[config.mk]
export PLATFORM = sky130hd
export DESIGN_NAME = rwdt_top
export DESIGN_NICKNAME = d
export VERILOG_FILES = /design/src/pkg/rwdt_pkg.sv /design/src/hw/rwdt_counter.sv /design/src/hw/rwdt_hold.sv /design/src/hw/rwdt_top.sv
export SDC_FILE = /design/constraint.sdc
export NUM_CORES = 1
export LEC_CHECK = 0
export ABC_CLOCK_PERIOD_IN_PS = 5700
export BUFFER_PORTS_ARGS = -buffer_cell sky130_fd_sc_hd__buf_2
export CAP_MARGIN = 20
export CORE_MARGIN = 4
export CORE_UTILIZATION = 40
export CTS_CLUSTER_SIZE = 10
export DETAILED_ROUTE_END_ITERATION = 7
export GPL_ROUTABILITY_DRIVEN = 0
export GPL_TIMING_DRIVEN = 0
export PLACE_DENSITY = 0.71
export SLEW_MARGIN = 5
export SYNTH_ARGS = -nofsm -noshare
export SYNTH_HDL_FRONTEND = slang
export SYNTH_SLANG_ARGS = --single-unit
[constraint.sdc]
create_clock -name CLK_SYS -period 5.7 [get_ports CLK_SYS]
set_input_delay 0.57 -clock CLK_SYS [delete_from_list [all_inputs] [get_ports CLK_SYS]]
set_output_delay 0.57 -clock CLK_SYS [all_outputs]
set_load 0.1 [all_outputs]
[src/pkg/rwdt_pkg.sv]
// constants and helpers shared by the runaway monitor
package rwdt_pkg;

    ////////////////////////////////////////////////////////////////////////
    // register byte offsets on the bus
    localparam logic [7:0] OFS_MODE     = 8'h00;
    localparam logic [7:0] OFS_CMD      = 8'h04;
    localparam logic [7:0] OFS_NMIF     = 8'h08;
    localparam logic [7:0] OFS_GEAR     = 8'h0c;
    localparam logic [7:0] OFS_IRQ_STAT = 8'h10;
    localparam logic [7:0] OFS_IRQ_MASK = 8'h14;
    localparam logic [7:0] OFS_COUNT    = 8'h18;
    localparam logic [7:0] OFS_STATUS   = 8'h1c;

    ////////////////////////////////////////////////////////////////////////
    // monitor_mode_reg fields
    localparam int         MODE_EN_BIT   = 7;
    localparam int         MODE_SEL_LSB  = 4;
    localparam int         MODE_IDLE_BIT = 2;
    localparam int         MODE_ACT_BIT  = 1;
    localparam logic [7:0] MODE_WMASK    = 8'hf6;
    localparam logic [7:0] MODE_RESET    = 8'h82;

    // monitor_cmd_reg codes
    localparam logic [7:0] CMD_CLEAR     = 8'h4e;
    localparam logic [7:0] CMD_DISABLE   = 8'hb1;

    // nmi_source_flags and interrupt status layout
    localparam int         NMIF_MON_BIT  = 0;
    localparam int         IRQ_OVF_BIT   = 0;
    localparam int         IRQ_CLR_BIT   = 1;
    localparam int         IRQ_DIS_BIT   = 2;
    localparam int         IRQ_W         = 3;
    localparam logic [2:0] IRQ_RESET     = 3'h0;
    localparam logic [2:0] GEAR_RESET    = 3'h0;

    ////////////////////////////////////////////////////////////////////////
    // timing
    localparam int         CNT_W         = 25;
    localparam int         EXP_BASE      = 15;
    localparam int         EXP_STEP      = 2;
    localparam logic [2:0] SEL_MAX       = 3'h5;
    localparam int         HOLD_STATES   = 32;
    localparam int         HOLD_CYCLES   = HOLD_STATES;

    // terminal count for a period select; codes above the longest saturate
    function automatic logic [CNT_W-1:0] rwdt_limit(input logic [2:0] sel);
        logic [2:0]     s;
        logic [4:0]     sh;
        logic [CNT_W:0] p;
        logic [CNT_W:0] t;
        s  = (sel > SEL_MAX) ? SEL_MAX : sel;
        sh = 5'(EXP_BASE + EXP_STEP * int'(s));
        p  = {{CNT_W{1'b0}}, 1'b1} << sh;
        t  = p - {{CNT_W{1'b0}}, 1'b1};
        return t[CNT_W-1:0];
    endfunction

endpackage

[src/hw/rwdt_counter.sv]
// binary counter of the runaway monitor with period select
`timescale 1ns/10ps
`default_nettype none
module rwdt_counter #(
    parameter int CNT_W = rwdt_pkg::CNT_W
) (
    // clock and reset
    input  wire logic             clk,
    input  wire logic             rst_n,
    input  wire logic             ce,
    // control
    input  wire logic             clear,
    input  wire logic             run,
    input  wire logic [2:0]       sel,
    // results
    output logic                  ovf,
    output logic [CNT_W-1:0]      count
);

    logic [CNT_W-1:0] limit;

    assign limit = CNT_W'(rwdt_pkg::rwdt_limit(sel));

    always_ff @(posedge clk or negedge rst_n) begin
        if (!rst_n) begin
            count <= '0;
            ovf   <= 1'b0;
        end else if (ce) begin
            ovf <= 1'b0;
            if (clear) begin
                count <= '0;
            end else if (run) begin
                if (count >= limit) begin
                    count <= '0;
                    ovf   <= 1'b1;
                end else begin
                    count <= count + 1'b1;
                end
            end
        end
    end

endmodule
`default_nettype wire

[src/hw/rwdt_hold.sv]
// stretcher that holds the internal reset for a fixed number of states
`timescale 1ns/10ps
`default_nettype none
module rwdt_hold #(
    parameter int HOLD = rwdt_pkg::HOLD_CYCLES
) (
    // clock and reset
    input  wire logic clk,
    input  wire logic rst_n,
    input  wire logic ce,
    // trigger and output
    input  wire logic start,
    output logic      active
);

    typedef enum logic {RWDT_HS_IDLE, RWDT_HS_HOLD} rwdt_hold_t;

    rwdt_hold_t state;
    logic [7:0] cnt;

    always_ff @(posedge clk or negedge rst_n) begin
        if (!rst_n) begin
            state  <= RWDT_HS_IDLE;
            cnt    <= 8'h00;
            active <= 1'b0;
        end else if (ce) begin
            unique case (state)
                RWDT_HS_IDLE: begin
                    if (start) begin
                        state  <= RWDT_HS_HOLD;
                        cnt    <= 8'h00;
                        active <= 1'b1;
                    end
                end
                RWDT_HS_HOLD: begin
                    if (cnt == 8'(HOLD - 1)) begin
                        state  <= RWDT_HS_IDLE;
                        active <= 1'b0;
                    end else begin
                        cnt <= cnt + 8'h01;
                    end
                end
            endcase
        end
    end

endmodule
`default_nettype wire

[src/hw/rwdt_top.sv]
// runaway monitor top: bus slave, control registers and overflow actions
`timescale 1ns/10ps
`default_nettype none
module rwdt_top #(
    parameter int CNT_W = rwdt_pkg::CNT_W,
    parameter int HOLD  = rwdt_pkg::HOLD_CYCLES
) (
    // clock, reset, clock enable
    input  wire logic        CLK_SYS,
    input  wire logic        RESETN,
    input  wire logic        CE,
    // ahb-lite slave
    input  wire logic        HSEL,
    input  wire logic [31:0] HADDR,
    input  wire logic [1:0]  HTRANS,
    input  wire logic        HWRITE,
    input  wire logic [2:0]  HSIZE,
    input  wire logic [31:0] HWDATA,
    input  wire logic        HREADY,
    output logic [31:0]      HRDATA,
    output logic             HREADYOUT,
    output logic             HRESP,
    // processor state
    input  wire logic        DEBUG_HALT,
    input  wire logic        IDLE_MODE,
    // overflow actions
    output logic             NMI_REQ,
    output logic             SYS_RESET,
    output logic [2:0]       GEAR_SEL,
    output logic             IRQ
);

    ////////////////////////////////////////////////////////////////////////
    // declarations

    logic [7:0]             mode;
    logic                   run;
    logic                   nmi_flag;
    logic [2:0]             gear;
    logic [2:0]             irq_stat;
    logic [2:0]             irq_mask;

    logic                   wr_pend;
    logic [7:0]             wr_addr;
    logic                   addr_ok;
    logic [7:0]             rd_addr;

    logic                   wr_now;
    logic [7:0]             wdat;
    logic                   wr_mode;
    logic                   wr_cmd;
    logic                   wr_nmif;
    logic                   wr_gear;
    logic                   wr_stat;
    logic                   wr_mask;

    logic                   cmd_clear;
    logic                   cmd_disable;
    logic                   mode_en;
    logic                   mode_idle;
    logic                   mode_act;
    logic [2:0]             mode_sel;

    logic                   wrst;
    logic                   cnt_run;
    logic                   cnt_clear;
    logic                   ovf;
    logic                   ovf_nmi;
    logic                   ovf_rst;
    logic [CNT_W-1:0]       count;
    logic [2:0]             next_irq_stat;

    // offset match used by every register write select
    function automatic logic rwdt_hit(input logic [7:0] a,
                                      input logic [7:0] ofs);
        return a == ofs;
    endfunction

    ////////////////////////////////////////////////////////////////////////
    // field views of the mode register

    assign mode_en   = mode[rwdt_pkg::MODE_EN_BIT];
    assign mode_idle = mode[rwdt_pkg::MODE_IDLE_BIT];
    assign mode_act  = mode[rwdt_pkg::MODE_ACT_BIT];
    assign mode_sel  = mode[rwdt_pkg::MODE_SEL_LSB +: 3];

    ////////////////////////////////////////////////////////////////////////
    // bus slave: address phase capture

    // wait states only while frozen, so no transfer is lost under ce low
    assign HREADYOUT = CE;
    assign HRESP     = 1'b0;

    // hsize is not decoded: every register is one aligned word
    // and address bits above 7 are ignored
    assign addr_ok = HSEL & HTRANS[1] & HREADY;
    assign rd_addr = {HADDR[7:2], 2'b00};

    always_ff @(posedge CLK_SYS or negedge RESETN) begin
        if (!RESETN) begin
            wr_pend <= 1'b0;
            wr_addr <= 8'h00;
        end else if (CE) begin
            wr_pend <= addr_ok & HWRITE;
            if (addr_ok & HWRITE) begin
                wr_addr <= rd_addr;
            end
        end
    end

    // write data phase decode
    assign wr_now  = wr_pend & CE;
    assign wdat    = HWDATA[7:0];
    assign wr_mode = wr_now & rwdt_hit(wr_addr, rwdt_pkg::OFS_MODE);
    assign wr_cmd  = wr_now & rwdt_hit(wr_addr, rwdt_pkg::OFS_CMD);
    assign wr_nmif = wr_now & rwdt_hit(wr_addr, rwdt_pkg::OFS_NMIF);
    assign wr_gear = wr_now & rwdt_hit(wr_addr, rwdt_pkg::OFS_GEAR);
    assign wr_stat = wr_now & rwdt_hit(wr_addr, rwdt_pkg::OFS_IRQ_STAT);
    assign wr_mask = wr_now & rwdt_hit(wr_addr, rwdt_pkg::OFS_IRQ_MASK);

    // command decode; unknown codes decode to nothing
    // disable looks at the enable bit as stored before this write
    assign cmd_clear   = wr_cmd & (wdat == rwdt_pkg::CMD_CLEAR);
    assign cmd_disable = wr_cmd & (wdat == rwdt_pkg::CMD_DISABLE)
                         & ~mode_en;

    ////////////////////////////////////////////////////////////////////////
    // read data, registered in the address phase
    // a read right after a write to the same register sees the old value

    always_ff @(posedge CLK_SYS or negedge RESETN) begin
        if (!RESETN) begin
            HRDATA <= 32'h0000_0000;
        end else if (CE) begin
            if (addr_ok & ~HWRITE) begin
                unique case (rd_addr)
                    rwdt_pkg::OFS_MODE:     HRDATA <= {24'h0, mode};
                    rwdt_pkg::OFS_NMIF:     HRDATA <= {31'h0, nmi_flag};
                    rwdt_pkg::OFS_GEAR:     HRDATA <= {29'h0, gear};
                    rwdt_pkg::OFS_IRQ_STAT: HRDATA <= {29'h0, irq_stat};
                    rwdt_pkg::OFS_IRQ_MASK: HRDATA <= {29'h0, irq_mask};
                    rwdt_pkg::OFS_COUNT:    HRDATA <= 32'(count);
                    rwdt_pkg::OFS_STATUS:   HRDATA <= {31'h0, run};
                    // command register is write only; unmapped reads zero
                    default:                HRDATA <= 32'h0000_0000;
                endcase
            end
        end
    end

    ////////////////////////////////////////////////////////////////////////
    // internal reset from the monitor

    assign ovf_nmi = ovf & ~mode_act;
    assign ovf_rst = ovf & mode_act;

    rwdt_hold #(
        .HOLD   (HOLD)
    ) u_hold (
        .clk    (CLK_SYS),
        .rst_n  (RESETN),
        .ce     (CE),
        .start  (ovf_rst),
        .active (wrst)
    );

    // chip reset request lasts the full hold
    assign SYS_RESET = wrst;

    ////////////////////////////////////////////////////////////////////////
    // mode register

    always_ff @(posedge CLK_SYS or negedge RESETN) begin
        if (!RESETN) begin
            mode <= rwdt_pkg::MODE_RESET;
        end else if (CE) begin
            if (wrst) begin
                mode <= rwdt_pkg::MODE_RESET;
            end else if (wr_mode) begin
                mode <= wdat & rwdt_pkg::MODE_WMASK;
            end
        end
    end

    ////////////////////////////////////////////////////////////////////////
    // run state: set by the enable bit, cleared only by the disable sequence

    always_ff @(posedge CLK_SYS or negedge RESETN) begin
        if (!RESETN) begin
            run <= 1'b1;
        end else if (CE) begin
            if (wrst) begin
                run <= 1'b1;
            end else if (wr_mode & wdat[rwdt_pkg::MODE_EN_BIT]) begin
                run <= 1'b1;
            end else if (cmd_disable) begin
                run <= 1'b0;
            end
        end
    end

    ////////////////////////////////////////////////////////////////////////
    // counter

    // debug halt and idle gate counting; stop mode is left to software:
    // the clock stops there, so the monitor must be off before entry
    assign cnt_run = run & ~wrst & ~DEBUG_HALT
                     & (~IDLE_MODE | mode_idle);
    assign cnt_clear = wrst | cmd_clear | cmd_disable;

    rwdt_counter #(
        .CNT_W  (CNT_W)
    ) u_counter (
        .clk    (CLK_SYS),
        .rst_n  (RESETN),
        .ce     (CE),
        .clear  (cnt_clear),
        .run    (cnt_run),
        .sel    (mode_sel),
        .ovf    (ovf),
        .count  (count)
    );

    ////////////////////////////////////////////////////////////////////////
    // nmi request and source flag
    // no external runaway pin: overflow acts only through these, the interrupt status and reset

    always_ff @(posedge CLK_SYS or negedge RESETN) begin
        if (!RESETN) begin
            NMI_REQ <= 1'b0;
        end else if (CE) begin
            NMI_REQ <= ovf_nmi & ~wrst;
        end
    end

    // set beats a same-cycle clear
    always_ff @(posedge CLK_SYS or negedge RESETN) begin
        if (!RESETN) begin
            nmi_flag <= 1'b0;
        end else if (CE) begin
            if (wrst) begin
                nmi_flag <= 1'b0;
            end else if (ovf_nmi) begin
                nmi_flag <= 1'b1;
            end else if (wr_nmif & wdat[rwdt_pkg::NMIF_MON_BIT]) begin
                nmi_flag <= 1'b0;
            end
        end
    end

    ////////////////////////////////////////////////////////////////////////
    // clock gear register

    always_ff @(posedge CLK_SYS or negedge RESETN) begin
        if (!RESETN) begin
            gear <= rwdt_pkg::GEAR_RESET;
        end else if (CE) begin
            if (wrst) begin
                gear <= rwdt_pkg::GEAR_RESET;
            end else if (wr_gear) begin
                gear <= wdat[2:0];
            end
        end
    end

    assign GEAR_SEL = gear;

    ////////////////////////////////////////////////////////////////////////
    // interrupt status and mask

    always_comb begin
        next_irq_stat = irq_stat;
        if (wr_stat) begin
            next_irq_stat = irq_stat & ~wdat[2:0];
        end
        // events are applied after the clear so a set wins
        if (ovf_nmi) begin
            next_irq_stat[rwdt_pkg::IRQ_OVF_BIT] = 1'b1;
        end
        if (cmd_clear) begin
            next_irq_stat[rwdt_pkg::IRQ_CLR_BIT] = 1'b1;
        end
        if (cmd_disable) begin
            next_irq_stat[rwdt_pkg::IRQ_DIS_BIT] = 1'b1;
        end
    end

    always_ff @(posedge CLK_SYS or negedge RESETN) begin
        if (!RESETN) begin
            irq_stat <= rwdt_pkg::IRQ_RESET;
        end else if (CE) begin
            if (wrst) begin
                irq_stat <= rwdt_pkg::IRQ_RESET;
            end else begin
                irq_stat <= next_irq_stat;
            end
        end
    end

    always_ff @(posedge CLK_SYS or negedge RESETN) begin
        if (!RESETN) begin
            irq_mask <= rwdt_pkg::IRQ_RESET;
        end else if (CE) begin
            if (wrst) begin
                irq_mask <= rwdt_pkg::IRQ_RESET;
            end else if (wr_mask) begin
                irq_mask <= wdat[2:0];
            end
        end
    end

    // irq follows the next status so it rises with the status bit
    always_ff @(posedge CLK_SYS or negedge RESETN) begin
        if (!RESETN) begin
            IRQ <= 1'b0;
        end else if (CE) begin
            IRQ <= |(next_irq_stat & irq_mask) & ~wrst;
        end
    end

endmodule
`default_nettype wire

==> metrics.txt <==
status completed; Netlist Area Pre-Place between 4000 and 5000 um2; Post-Route WL 13100 um; Gate power share between 20% and 30%; initial DRC count 277; DR vias 4412; most frequent cells in the layout dfrtp_1 (84), nand2_1 (58), buf_2 (54); Reg-to-Reg Start mode[5]; Layout Cells excl Fill between 700 and 800; DP Cell Count approximately 750; most common cell after layout, fill and taps aside dfrtp_1; Clock Sinks 87; Final WS setup between 2 and 2.5 ns; static leakage 0.002646 uW; post-CTS sizing 0; power share of the sequential group between 40% and 50%; Final period util 62.17%; Via-to-Cell Ratio ~5.7; Top FF cell, synth dfrtp_1; diodes inserted 0; IO Count between 100 and 150; clk_lat worst skew between 0.3 and 0.4 ns; WP data arrival ~3.8 ns; site row count 40; Final Hold Vio Count 0; IO buf count 53; Initial Util approximately two fifths; top layer in use met4; largest net degree at the start of global routing 56; post-synthesis sequential area ratio a little over two fifths; share of layout cells above drive strength 1 19.07%; DRC viols 0; Syn Area/Cell a little under 10 um2; YS warnings 0; crit path capture type register; Worst Path Required just under 6 ns; total net switching power between 600 and 700 uW; post-synthesis cell count between 500 and 600; H-tree depth 3; DR pass1 iterations 5; GRT overflow 0; fmax ~0.28 GHz; switch share between 30% and 40%; cts hold-fix bufs 0; global-route wire length before repair ~22000 um; CP Launch Type register; Max Fanout on Critical Path 10; Netlist cell types 70; Clock Root Buffer clkbuf_16; TritonCTS Buffers 9; post-CTS setup buffer count 0; R2R Setup Slk approximately 2.2 ns; RSZ-0062 raised after global routing false; clock network fraction of total power 31.1%; width of the die around 120 um; ys async rst share 100.0%; Yosys reg bits a little under 90; CP startpoint mode[5]; Crit Path Category reg2reg; antenna-violating nets left 0; vias in the first global route 4581; clk buf depth 2; Post-synth EDFFs 0; Met1 Routed Length between 5000 and 6000 um; pre-CTS WS roughly 2.3 ns; total power density per cell area between 300 and 400 nW/um2; Max-Cap Viols 0; nets 694; Final Skew approximately 0.0051 ns; dpl hpwl roughly 9600 um; All-Layer GR Usage a little under a fifth; initial antenna violation count 0; met3 wire length 802 um; Hold Crit Class in2async; routed length per placed instance approximately 17 um; min Tclk post-route about 3.5 ns; Worst Tran Pin Value around 1.1 ns; Core ar. between 10000 and 15000 um2; Die Area approximately 14000 um2; Slew headroom ~30%; Syn-to-layout area delta 16.78%; VDD IR-drop max 0.0002398 V; die height around 120 um; final setup vio count 0; Clock transition at path regs approximately 0.06 ns; max-slew violation count 0; TritonCTS clock tree built; setup TNS 0 ns; Internal 1140 uW; met2 WL approximately 6300 um
worst max-delay path, cell delays in order (launching register included):
cell      delay (ns)
dfrtp_1         0.32
clkbuf_1        0.42
a21oi_1         0.16
ha_1            0.33
a21oi_1         0.14
o21ai_1         0.09
a221o_1         0.42
nor4_1          0.91
buf_2           0.30
nand3_1         0.16
o22ai_1         0.20
Yosys cell counts, drive strengths merged (5+ instances only):
library cell	instances	area (um2)
a21oi	13	65.06
a221o	9	90.09
a22o	31	271.5
a22oi	5	37.54
a31oi	8	50.05
and4	5	43.79
buf	13	102.6
clkbuf	21	78.83
dfrtp	84	2102
ha	19	237.7
inv	21	78.83
mux2	13	146.4
nand2	59	224.0
nand3	16	85.08
nand4	10	62.56
nor2	37	141.4
nor2b	5	31.28
nor3	23	131.4
nor4	10	77.57
o21ai	34	170.2
o31ai	6	45.04
or3	5	31.28
sequential cells by signal, summed over array words and instances, names as in the netlist, 3 cells and up:
register,cells
HRDATA,25
u_counter.count,25
u_hold.cnt,8
mode,6
wr_addr,6
GEAR_SEL,3
irq_mask,3
irq_stat,3
power by group through the flow:
stage | clock (uW) | sequential (uW) | combinational, uW
2_1_floorplan | 0 | 825 | 265
3_3_place_gp | 0 | 760 | 450
3_5_place_dp | 0 | 762 | 463
4_1_cts | 568 | 753 | 467
5_1_grt | 596 | 766 | 510
6_report | 554 | 754 | 473
worst paths after layout:
kind                                        to  depth (start not counted)
setup / recovery           u_counter.count[11]                         10
hold / removal                      HRDATA[21]                          1
setup reg to reg           u_counter.count[11]                         10
hold reg to reg                      HRDATA[5]                          2
max in group asynchronous              mode[7]                          2
min in group CLK_SYS                 HRDATA[5]                          2
metrics by stage:
stage	utilization, %	hold slack (ns)	power, uW	instance area (um2)
floorplan	-	0.2744	1091	5040
global placement	45.54	0.4519	1210	5515
detailed placement	45.83	0.4591	1226	5550
CTS	48.12	0.1847	1788	5828
global route	48.16	0.2079	1873	5833
finish	48.16	0.1690	1781	5833
layer usage:
metal	up-vias	global-route usage [%]
li1	2073	-
met2	158	31.18
met3	40	4.430
met5	-	0
met1	2141	23.64
met4	0	8.518
cell type report:
cell class / instances / area (um2)
buffer: 34 / 181.4
clock buffer: 13 / 260.3
clock inverter: 3 / 17.52
fill: 1151 / 6279
inverter: 22 / 82.58
multi-input combinational: 388 / 2595
sequential: 87 / 2181
tap: 168 / 210.2
timing repair buffer: 56 / 305.3
kinds of logic after synthesis:
family	share of synthesized area, %
and+or+nand+nor	21.34
AOI/OAI and AO/OA	19.97
DFF	43.66
buffers and inverters	5.286
adders and majority gates	4.760
muxes	3.783
xor gates and xnor gates	1.052
other	0.1504
(Power assumes the default switching activity.)
